==> src/irqf_consts.svh <==
// Offsets, field positions, reset values and timing counts of the request-flag block
//------------------------------------------------------------
//------------------------------------------------------------
`ifndef IRQF_CONSTS_SVH
`define IRQF_CONSTS_SVH

// Register byte offsets
`define IRQF_OFS_PINCTL 8'h00
`define IRQF_OFS_ALLOW_A 8'h04
`define IRQF_OFS_ALLOW_B 8'h08
`define IRQF_OFS_TMRFLG 8'h0C
`define IRQF_OFS_ARRA_FLG 8'h10
`define IRQF_OFS_ARRA_EN 8'h14
`define IRQF_OFS_ARRB_FLG 8'h18
`define IRQF_OFS_ARRB_EN 8'h1C
`define IRQF_OFS_REQ 8'h20

// Field positions
`define IRQF_ALLOW_A_PIN0 0
`define IRQF_ALLOW_A_TMR0 1
`define IRQF_ALLOW_A_PIN1 2
`define IRQF_ALLOW_A_TMR1 3
`define IRQF_ALLOW_A_TMR2 5
`define IRQF_ALLOW_A_ARRA 6
`define IRQF_ALLOW_A_GATE 7
`define IRQF_ALLOW_B_ARRB 1
`define IRQF_ARR_WRAP 5

// Reset values
`define IRQF_RST_BYTE 8'h00

// Timing: oscillator periods per machine cycle, reference clocks per period
`define IRQF_OSC_PER_MC 12
`define IRQF_REF_PER_OSC 1
`define IRQF_MC_CYC (`IRQF_OSC_PER_MC * `IRQF_REF_PER_OSC)

`endif

==> src/irqf_pkg.sv <==
// Types of the request-flag block
package irqf_pkg;

    // Whole state of the block
    typedef struct packed {
        logic [6:0] pin_s1;         // Synchroniser stage one
        logic [6:0] pin_s2;         // Synchroniser stage two
        logic [6:0] pin_smp;        // Pin levels at last machine-cycle sample
        logic primed;               // First sample taken
        logic [3:0] mc_cnt;         // Machine-cycle phase
        logic [6:0] lat;            // Request latches 0..6
        logic [1:0] pol;            // Polarity selects of pins 2, 3
        logic [1:0] trig;           // Trigger types of pins 0, 1
        logic [7:0] allow_a;        // Main enable register
        logic [7:0] allow_b;        // Auxiliary enable register
        logic [3:0] tmr;            // Timer 0, 1, 2 rollover, timer 2 capture
        logic [1:0][5:0] arr_flg;   // Array match flags and wrap flag
        logic [1:0][5:0] arr_en;    // Array match and wrap enables
        logic [11:0] req;           // Forwarded requests
        logic [31:0] prdata;
        logic pready;
        logic pslverr;
    } irqf_state_t;

endpackage

==> src/irqf_flags.sv <==
// Interrupt request-flag front end with APB register access
//
// The placing of the registers and register access over APB were chosen for this implementation.
`timescale 1ns/1ps
`include "irqf_consts.svh"

module irqf_flags (
    // Clock and reset
    input wire logic i_ref_clk,
    input wire logic i_rstn,
    // APB slave
    input wire logic i_psel,
    input wire logic i_penable,
    input wire logic i_pwrite,
    input wire logic [7:0] i_paddr,
    input wire logic [31:0] i_pwdata,
    output logic [31:0] o_prdata,
    output logic o_pready,
    output logic o_pslverr,
    // External pins, asynchronous
    input wire logic [6:0] i_pin_irq,
    // Timer set pulses
    input wire logic i_tmr0_roll,
    input wire logic i_tmr0_alt_roll,
    input wire logic i_tmr0_mode3,
    input wire logic i_tmr1_roll,
    input wire logic i_tmr2_roll,
    input wire logic i_tmr2_capture,
    // Counter-array set pulses
    input wire logic [4:0] i_match_a_set,
    input wire logic i_wrap_a_set,
    input wire logic [4:0] i_match_b_set,
    input wire logic i_wrap_b_set,
    // CPU vectoring
    input wire logic [11:0] i_vec_ack,
    output logic [11:0] o_irq_req
);

    //------------------------------------------------------------
    // State
    //------------------------------------------------------------
    localparam logic [3:0] MC_LAST = 4'(`IRQF_MC_CYC - 1);

    irqf_pkg::irqf_state_t r;   // Registered state
    irqf_pkg::irqf_state_t s;   // Next state

    //------------------------------------------------------------
    // Next-state logic
    //------------------------------------------------------------
    always_comb begin
        logic tick;
        logic wr;
        logic setup;
        logic [6:0] rise;
        logic [6:0] fall;
        logic [6:0] edg;
        logic [6:0] pin_allow;
        logic [3:0] tset;
        logic [1:0][5:0] aset;
        logic [11:0] raw;
        logic [7:0] wb;
        logic [1:0] arr_req;
        logic level;                // Pin 0/1 in level mode
        tick = 1'b0;
        wr = 1'b0;
        setup = 1'b0;
        rise = 7'h00;
        fall = 7'h00;
        edg = 7'h00;
        pin_allow = 7'h00;
        tset = 4'h0;
        aset = '0;
        raw = 12'h000;
        wb = i_pwdata[7:0];
        arr_req = 2'b00;
        level = 1'b0;
        s = r;

        // Synchroniser; stage one feeds only stage two
        s.pin_s1 = i_pin_irq;
        s.pin_s2 = r.pin_s1;

        // Machine-cycle divider and once-per-cycle pin sample
        tick = (r.mc_cnt == MC_LAST);
        s.mc_cnt = tick ? 4'h0 : r.mc_cnt + 4'h1;
        if (tick) begin
            s.pin_smp = r.pin_s2;
            s.primed = 1'b1;
            if (r.primed) begin
                rise = r.pin_s2 & ~r.pin_smp;
                fall = ~r.pin_s2 & r.pin_smp;
            end
        end

        // Qualifying edge per pin
        edg[0] = fall[0];
        edg[1] = fall[1];
        edg[2] = r.pol[0] ? rise[2] : fall[2];
        edg[3] = r.pol[1] ? rise[3] : fall[3];
        edg[6:4] = rise[6:4];

        // Write strobe at the access edge
        wr = i_psel & i_penable & r.pready & i_pwrite;
        setup = i_psel & ~i_penable;

        // Software writes to control and flag registers
        if (wr) begin
            case (i_paddr)
                `IRQF_OFS_PINCTL: begin
                    s.lat[6:2] = wb[6:2];
                    s.pol = wb[1:0];
                end
                `IRQF_OFS_ALLOW_A: begin
                    s.allow_a = wb;
                end
                `IRQF_OFS_ALLOW_B: begin
                    s.allow_b = wb;
                end
                `IRQF_OFS_TMRFLG: begin
                    s.trig = {wb[2], wb[0]};
                    s.lat[1:0] = {wb[3], wb[1]};
                    s.tmr = wb[7:4];
                end
                `IRQF_OFS_ARRA_FLG: begin
                    s.arr_flg[0] = wb[5:0];
                end
                `IRQF_OFS_ARRA_EN: begin
                    s.arr_en[0] = wb[5:0];
                end
                `IRQF_OFS_ARRB_FLG: begin
                    s.arr_flg[1] = wb[5:0];
                end
                `IRQF_OFS_ARRB_EN: begin
                    s.arr_en[1] = wb[5:0];
                end
                default: begin
                end
            endcase
        end

        // Pin latches: level mode follows the sampled pin; otherwise vector clear, then hardware set wins
        for (int i = 0; i < 7; i++) begin
            // Only pins 0 and 1 have a trigger type; no select past bit 1
            level = (i < 2) ? ~s.trig[i[0]] : 1'b0;
            if (level) begin
                // No request before the first sample: pins are not yet known
                s.lat[i] = s.primed & ~s.pin_smp[i];
            end else begin
                if (i_vec_ack[i]) begin
                    s.lat[i] = 1'b0;
                end
                if (edg[i]) begin
                    s.lat[i] = 1'b1;
                end
            end
        end

        // Timer flags; timer 0 in mode 3 takes the alternate pulse
        tset[0] = i_tmr0_mode3 ? i_tmr0_alt_roll : i_tmr0_roll;
        tset[1] = i_tmr1_roll;
        tset[2] = i_tmr2_roll;
        tset[3] = i_tmr2_capture;
        for (int i = 0; i < 4; i++) begin
            if (i < 2 && i_vec_ack[7 + i]) begin
                s.tmr[i] = 1'b0;
            end
            if (tset[i]) begin
                s.tmr[i] = 1'b1;
            end
        end

        // Array flags; no vector clear
        aset[0] = {i_wrap_a_set, i_match_a_set};
        aset[1] = {i_wrap_b_set, i_match_b_set};
        for (int a = 0; a < 2; a++) begin
            s.arr_flg[a] = s.arr_flg[a] | aset[a];
            arr_req[a] = |(s.arr_flg[a] & s.arr_en[a]);
        end

        // Raw requests from the next state
        pin_allow = {s.allow_b[6:2], s.allow_a[`IRQF_ALLOW_A_PIN1],
                     s.allow_a[`IRQF_ALLOW_A_PIN0]};
        raw[6:0] = s.lat & pin_allow;
        raw[7] = s.tmr[0] & s.allow_a[`IRQF_ALLOW_A_TMR0];
        raw[8] = s.tmr[1] & s.allow_a[`IRQF_ALLOW_A_TMR1];
        raw[9] = (s.tmr[2] | s.tmr[3]) & s.allow_a[`IRQF_ALLOW_A_TMR2];
        raw[10] = arr_req[0] & s.allow_a[`IRQF_ALLOW_A_ARRA];
        raw[11] = arr_req[1] & s.allow_b[`IRQF_ALLOW_B_ARRB];
        s.req = s.allow_a[`IRQF_ALLOW_A_GATE] ? raw : 12'h000;

        // APB answer prepared in the setup cycle
        s.pready = setup;
        if (setup) begin
            s.pslverr = 1'b0;
            s.prdata = 32'h0000_0000;
            case (i_paddr)
                `IRQF_OFS_PINCTL: begin
                    s.prdata[6:0] = {r.lat[6:2], r.pol};
                end
                `IRQF_OFS_ALLOW_A: begin
                    s.prdata[7:0] = r.allow_a;
                end
                `IRQF_OFS_ALLOW_B: begin
                    s.prdata[7:0] = r.allow_b;
                end
                `IRQF_OFS_TMRFLG: begin
                    // Same bit map as the write: trigger type below its latch
                    s.prdata[7:0] = {r.tmr, r.lat[1], r.trig[1], r.lat[0], r.trig[0]};
                end
                `IRQF_OFS_ARRA_FLG: begin
                    s.prdata[5:0] = r.arr_flg[0];
                end
                `IRQF_OFS_ARRA_EN: begin
                    s.prdata[5:0] = r.arr_en[0];
                end
                `IRQF_OFS_ARRB_FLG: begin
                    s.prdata[5:0] = r.arr_flg[1];
                end
                `IRQF_OFS_ARRB_EN: begin
                    s.prdata[5:0] = r.arr_en[1];
                end
                `IRQF_OFS_REQ: begin
                    s.prdata[11:0] = r.req;
                end
                default: begin
                    s.pslverr = 1'b1;
                end
            endcase
        end else begin
            s.pslverr = 1'b0;
        end
    end

    //------------------------------------------------------------
    // State register
    //------------------------------------------------------------
    always_ff @(posedge i_ref_clk or negedge i_rstn) begin
        if (!i_rstn) begin
            r <= '0;
        end else begin
            r <= s;
        end
    end

    //------------------------------------------------------------
    // Outputs straight from flip-flops
    //------------------------------------------------------------
    assign o_prdata = r.prdata;
    assign o_pready = r.pready;
    assign o_pslverr = r.pslverr;
    assign o_irq_req = r.req;

endmodule

==> config.mk <==
export PLATFORM = sky130hd
export DESIGN_NAME = irqf_flags
export DESIGN_NICKNAME = d
export VERILOG_FILES = /design/src/irqf_pkg.sv /design/src/irqf_flags.sv
export VERILOG_INCLUDE_DIRS = /design/src
export SDC_FILE = /design/constraint.sdc
export NUM_CORES = 1
export LEC_CHECK = 0
export BUFFER_PORTS_ARGS = -buffer_cell sky130_fd_sc_hd__buf_2
export CAP_MARGIN = 5
export CORE_UTILIZATION = 40
export CTS_CLUSTER_DIAMETER = 80
export DETAILED_ROUTE_END_ITERATION = 8
export HOLD_SLACK_MARGIN = 0.03
export PLACE_DENSITY = 0.68
export SYNTH_ARGS = -nofsm -noshare
export SYNTH_HDL_FRONTEND = slang
export SYNTH_SLANG_ARGS = --single-unit
==> constraint.sdc <==
create_clock -name i_ref_clk -period 1.8 [get_ports i_ref_clk]
set_input_delay 0.27 -clock i_ref_clk [delete_from_list [all_inputs] [get_ports i_ref_clk]]
set_output_delay 0.27 -clock i_ref_clk [all_outputs]
set_load 0.005 [all_outputs]
==> metrics.yaml <==
logic_synthesis:
  syn_inst: 496
  synth_edf_count: 0
  synth_area_um2: 5340
  seq_area_frac_synth_pct: 50.2
  netlist.area_leader.share_pct: 50.2
  synth-main-ff-cell: "dfrtp_1"
  synth_top_cell_by_area: "dfrtp_1"
  async_flop_share_pct: 100
  synth_area_leaders: "dfrtp_1 50%, buf_4 6.3%, mux2_2 6.1%"
  yosysWarnings: 0
  ys_ff_latch: 107
  synth_area_per_cell_um2: 10.8
  ys_types: 70
floorplanning:
  num_rows: 41
  pin_count: 128
  start_util_pct: 41.6
  die_h_um: 118
  fp.dieW_um: 118
  core_area_um2: 12800
  die_area_um2: 13800
power:
  switching_share_pct: 25.4
  p_int_mw: 3.59
  power_density_nw_per_um2: 709
  power_frac_comb_pct: 9.1
  switchingPower_mw: 1.22
  peakVddDrop_mv: 0.501
  total_power_mw: 4.82
  leakage_nw: 3.24
  power_frac_clock_pct: 39.6
  p_seq_share_pct: 51.3
route:
  num_vias: 4256
  drtPass1Iterations: 5
  drtAntennaViolNets: 0
  wl_met1_mm: 6.50
  drc: 0
  wl_per_cell_um: 18.7
  route.met2.wl_mm: 7.14
  viasPerCell: 5.34
  drt_wl_total_mm: 14.9
  routed.top_layer: "met4"
  drt-initial-drc-count: 295
  wl_met3_um: 860
place:
  io_buffers: 80
  dp_hpwl_mm: 11.3
  place.gp.congestion: 0.926
timing:
  slew_violations: 0
  setup_slack_ns: -0.162
  fin_crit_sh_pct: 109
  hold_viol_final: 0
  fmax_mhz: 510
  skew_ns: 0.00433
  timing.hold.ws_ns: 0.112
  setup-tns-final_ns: -0.772
  period_needed_ns: 1.96
  finalSetupViolCount: 9
  rsz0062_at_grt: "true"
cts:
  cts_tree: "built"
  cts.sinks: 107
  ctsHtreeMaxLevel: 3
  root_buffer: "clkbuf_16"
  cts_buffers: 9
  clkLatencyLatePin_ns: 0.35
  path_clk_slew_ns: 0.07
  cts_max_path_buffers: 2
final_layout:
  diodes: 0
  drive_above_1_share_pct: 39.4
  area_delta_synth_final_pct: 27.3
  final_nets: 703
  finish.utilization_pct: 53.0
  nFillCells: 1134
global_routing:
  grt_pass1_vias: 4270
  antenna_found_initial: 0
  grt_start_max_net_pins: 50
  grt_use_total_pct: 22.3
  grt_pass1_wl_mm: 23.4
  globalRoute.totalOverflow: 0
flow_run:
  drv_cap: 0
critical_path:
  arrival_ns: 2.20
  crit_type: "input port to flop"
  cpLargestDelayFamily: "simple AND/OR/NAND/NOR gates"
  crit_fanout: 6
  crit_slowest_cell: "or4bb_4"
  reg2reg_slack_ns: -0.15
  worstSetupStartpointType: "input port"
  cpPeakStageDelay_ns: 0.56
  r2r_end: "o_irq_req[11]"
  worst_r2r_startpoint: "o_pready"
  worstPathCellList: "buf_2 > or4bb_4 > nor3_4 > buf_12 > mux2_4 > a32o_1 > o311a_1"
  path_buf_inv: 2
  worstPathRequired_ns: 2.04
  r2r_cells: 7
  end_kind: "flop"
hold_path:
  min_path_cells: 2
  min_to: "r[70]"
  min-delay-start: "i_vec_ack[7]"
  hold_class: "input port to flop"
status:
  status: "complete, but fails checks"
  failed_checks: "negative setup slack"
[synthesized netlist by cell type (2+ instances only)]
| cell type | n |
|---|---|
| or3_1 | 5 |
| buf_6 | 2 |
| nor2b_1 | 5 |
| a31oi_1 | 4 |
| and2_1 | 2 |
| a32o_1 | 3 |
| o21bai_1 | 3 |
| nand2_1 | 52 |
| o32ai_1 | 3 |
| mux2_2 | 29 |
| a41oi_1 | 5 |
| nand3_1 | 26 |
| buf_2 | 8 |
| buf_1 | 3 |
| a32oi_1 | 4 |
| dfrtp_1 | 107 |
| nor4_1 | 3 |
| mux2i_1 | 17 |
| inv_1 | 16 |
| a22o_1 | 2 |
| nor2_1 | 20 |
| a22oi_1 | 8 |
| a211o_1 | 6 |
| a2bb2oi_1 | 2 |
| a2111oi_0 | 4 |
| a21oi_1 | 12 |
| or4_4 | 2 |
| nor3_4 | 3 |
| o21ai_0 | 22 |
| and3_1 | 12 |
| nand2b_1 | 5 |
| mux2_4 | 2 |
| buf_4 | 45 |
| clkbuf_1 | 12 |
| o22ai_2 | 2 |
| nor3_1 | 5 |
| nor3_2 | 2 |
[metal layers]
layer  vias to the layer above  track usage, %
li1                       1967               -
met1                      2090            29.4
met2                       174            36.5
met3                        25            4.75
met4                         0            7.77
met5                         -               0
[kinds of logic after synthesis]
| group | Yosys count | share of synthesized area (%) |
|---|---|---|
| DFF | 107 | 50.2 |
| and+or+nand+nor | 158 | 16.7 |
| AOI/OAI and AO/OA | 92 | 12.6 |
| buffers and inverters | 87 | 9.75 |
| other | 1 | 0.0703 |
| adders and majority gates | 1 | 0.234 |
| muxes | 50 | 10.5 |
[placed cells by master, fill, tap and decap left out, drive strengths merged, types with 4 or more instances in the layout]
cell	netlist	routed
a2111oi	4	4
a211o	6	6
a21oi	12	12
a22oi	8	8
a31oi	4	4
a32oi	4	4
a41oi	5	5
and3	13	13
buf	58	156
clkbuf	12	9
conb	1	20
dfrtp	107	107
dlygate4sd3	0	8
inv	17	20
mux2	32	32
mux2i	17	17
nand2	52	52
nand2b	5	5
nand3	26	26
nor2	21	21
nor2b	5	5
nor3	10	10
nor4	4	4
o21ai	23	23
o32ai	4	4
or3	5	5
[final cells by class]
class | count | area (um2) | share of cell area (%)
Clock inverter | 7 | 58.8 | 0.866
Inverter | 17 | 67.6 | 0.994
Timing Repair Buffer | 164 | 1140 | 16.8
Sequential cell | 107 | 2680 | 39.4
Clock buffer | 9 | 225 | 3.31
Tap cell | 172 | 215 | 3.17
Multi-Input combinational cell | 321 | 2410 | 35.5
[metrics by stage]
step | setup WS, ns | cell area [um2] | cells
2_1_floorplan | -0.497 | 5470 | 515
3_3_place_gp | -0.585 | 6200 | 769
3_5_place_dp | -0.540 | 6200 | 769
4_1_cts | -0.152 | 6700 | 795
5_1_grt | -0.229 | 6790 | 797
6_report | -0.162 | 6790 | 797
[power groups by stage]
stage                     combinational (mW)  clock (mW)  sequential (mW)
after floorplan                        0.201           0             2.51
after global placement                 0.390           0             2.52
after detailed placement               0.399           0             2.52
after CTS                              0.425        1.95             2.47
after global routing                   0.475        2.04             2.48
final                                  0.437        1.91             2.47
[sequential cells by signal, indices dropped and copies added, names as in the netlist]
register,cells
o_prdata,12
r,81
o_irq_req,12
o_pready,1
o_pslverr,1
[worst reg2reg max path: cells and delay by family (launching register included)]
kind / cells / cell delay (ns)
simple gates: 2 / 0.34
flops: 1 / 0.38
compound gates: 2 / 0.54
buf+inv: 2 / 0.28
mux: 1 / 0.30
[what timing repair did]
item	4_1_cts	5_1_grt
endpoints found under the setup margin	32	19
pin swaps	7	1
setup buffers	2	2
hold buffers	8	0
hold endpoints to repair	39	0
resized for setup	26	16
[how the worst max path moves through the flow]
stage	depth (start not counted)	slack, ns	startpoint	to
CTS	6	-0.15	o_pready	o_irq_req[11]
floorplan	6	-0.50	i_paddr[0]	o_irq_req[11]
finish	7	-0.16	i_paddr[0]	o_irq_req[11]
detailed placement	10	-0.54	i_paddr[2]	o_prdata[1]
global route	7	-0.23	o_pready	o_irq_req[11]
global placement	10	-0.58	i_paddr[2]	o_prdata[1]
Note: power is estimated with default switching activity, not from simulation.
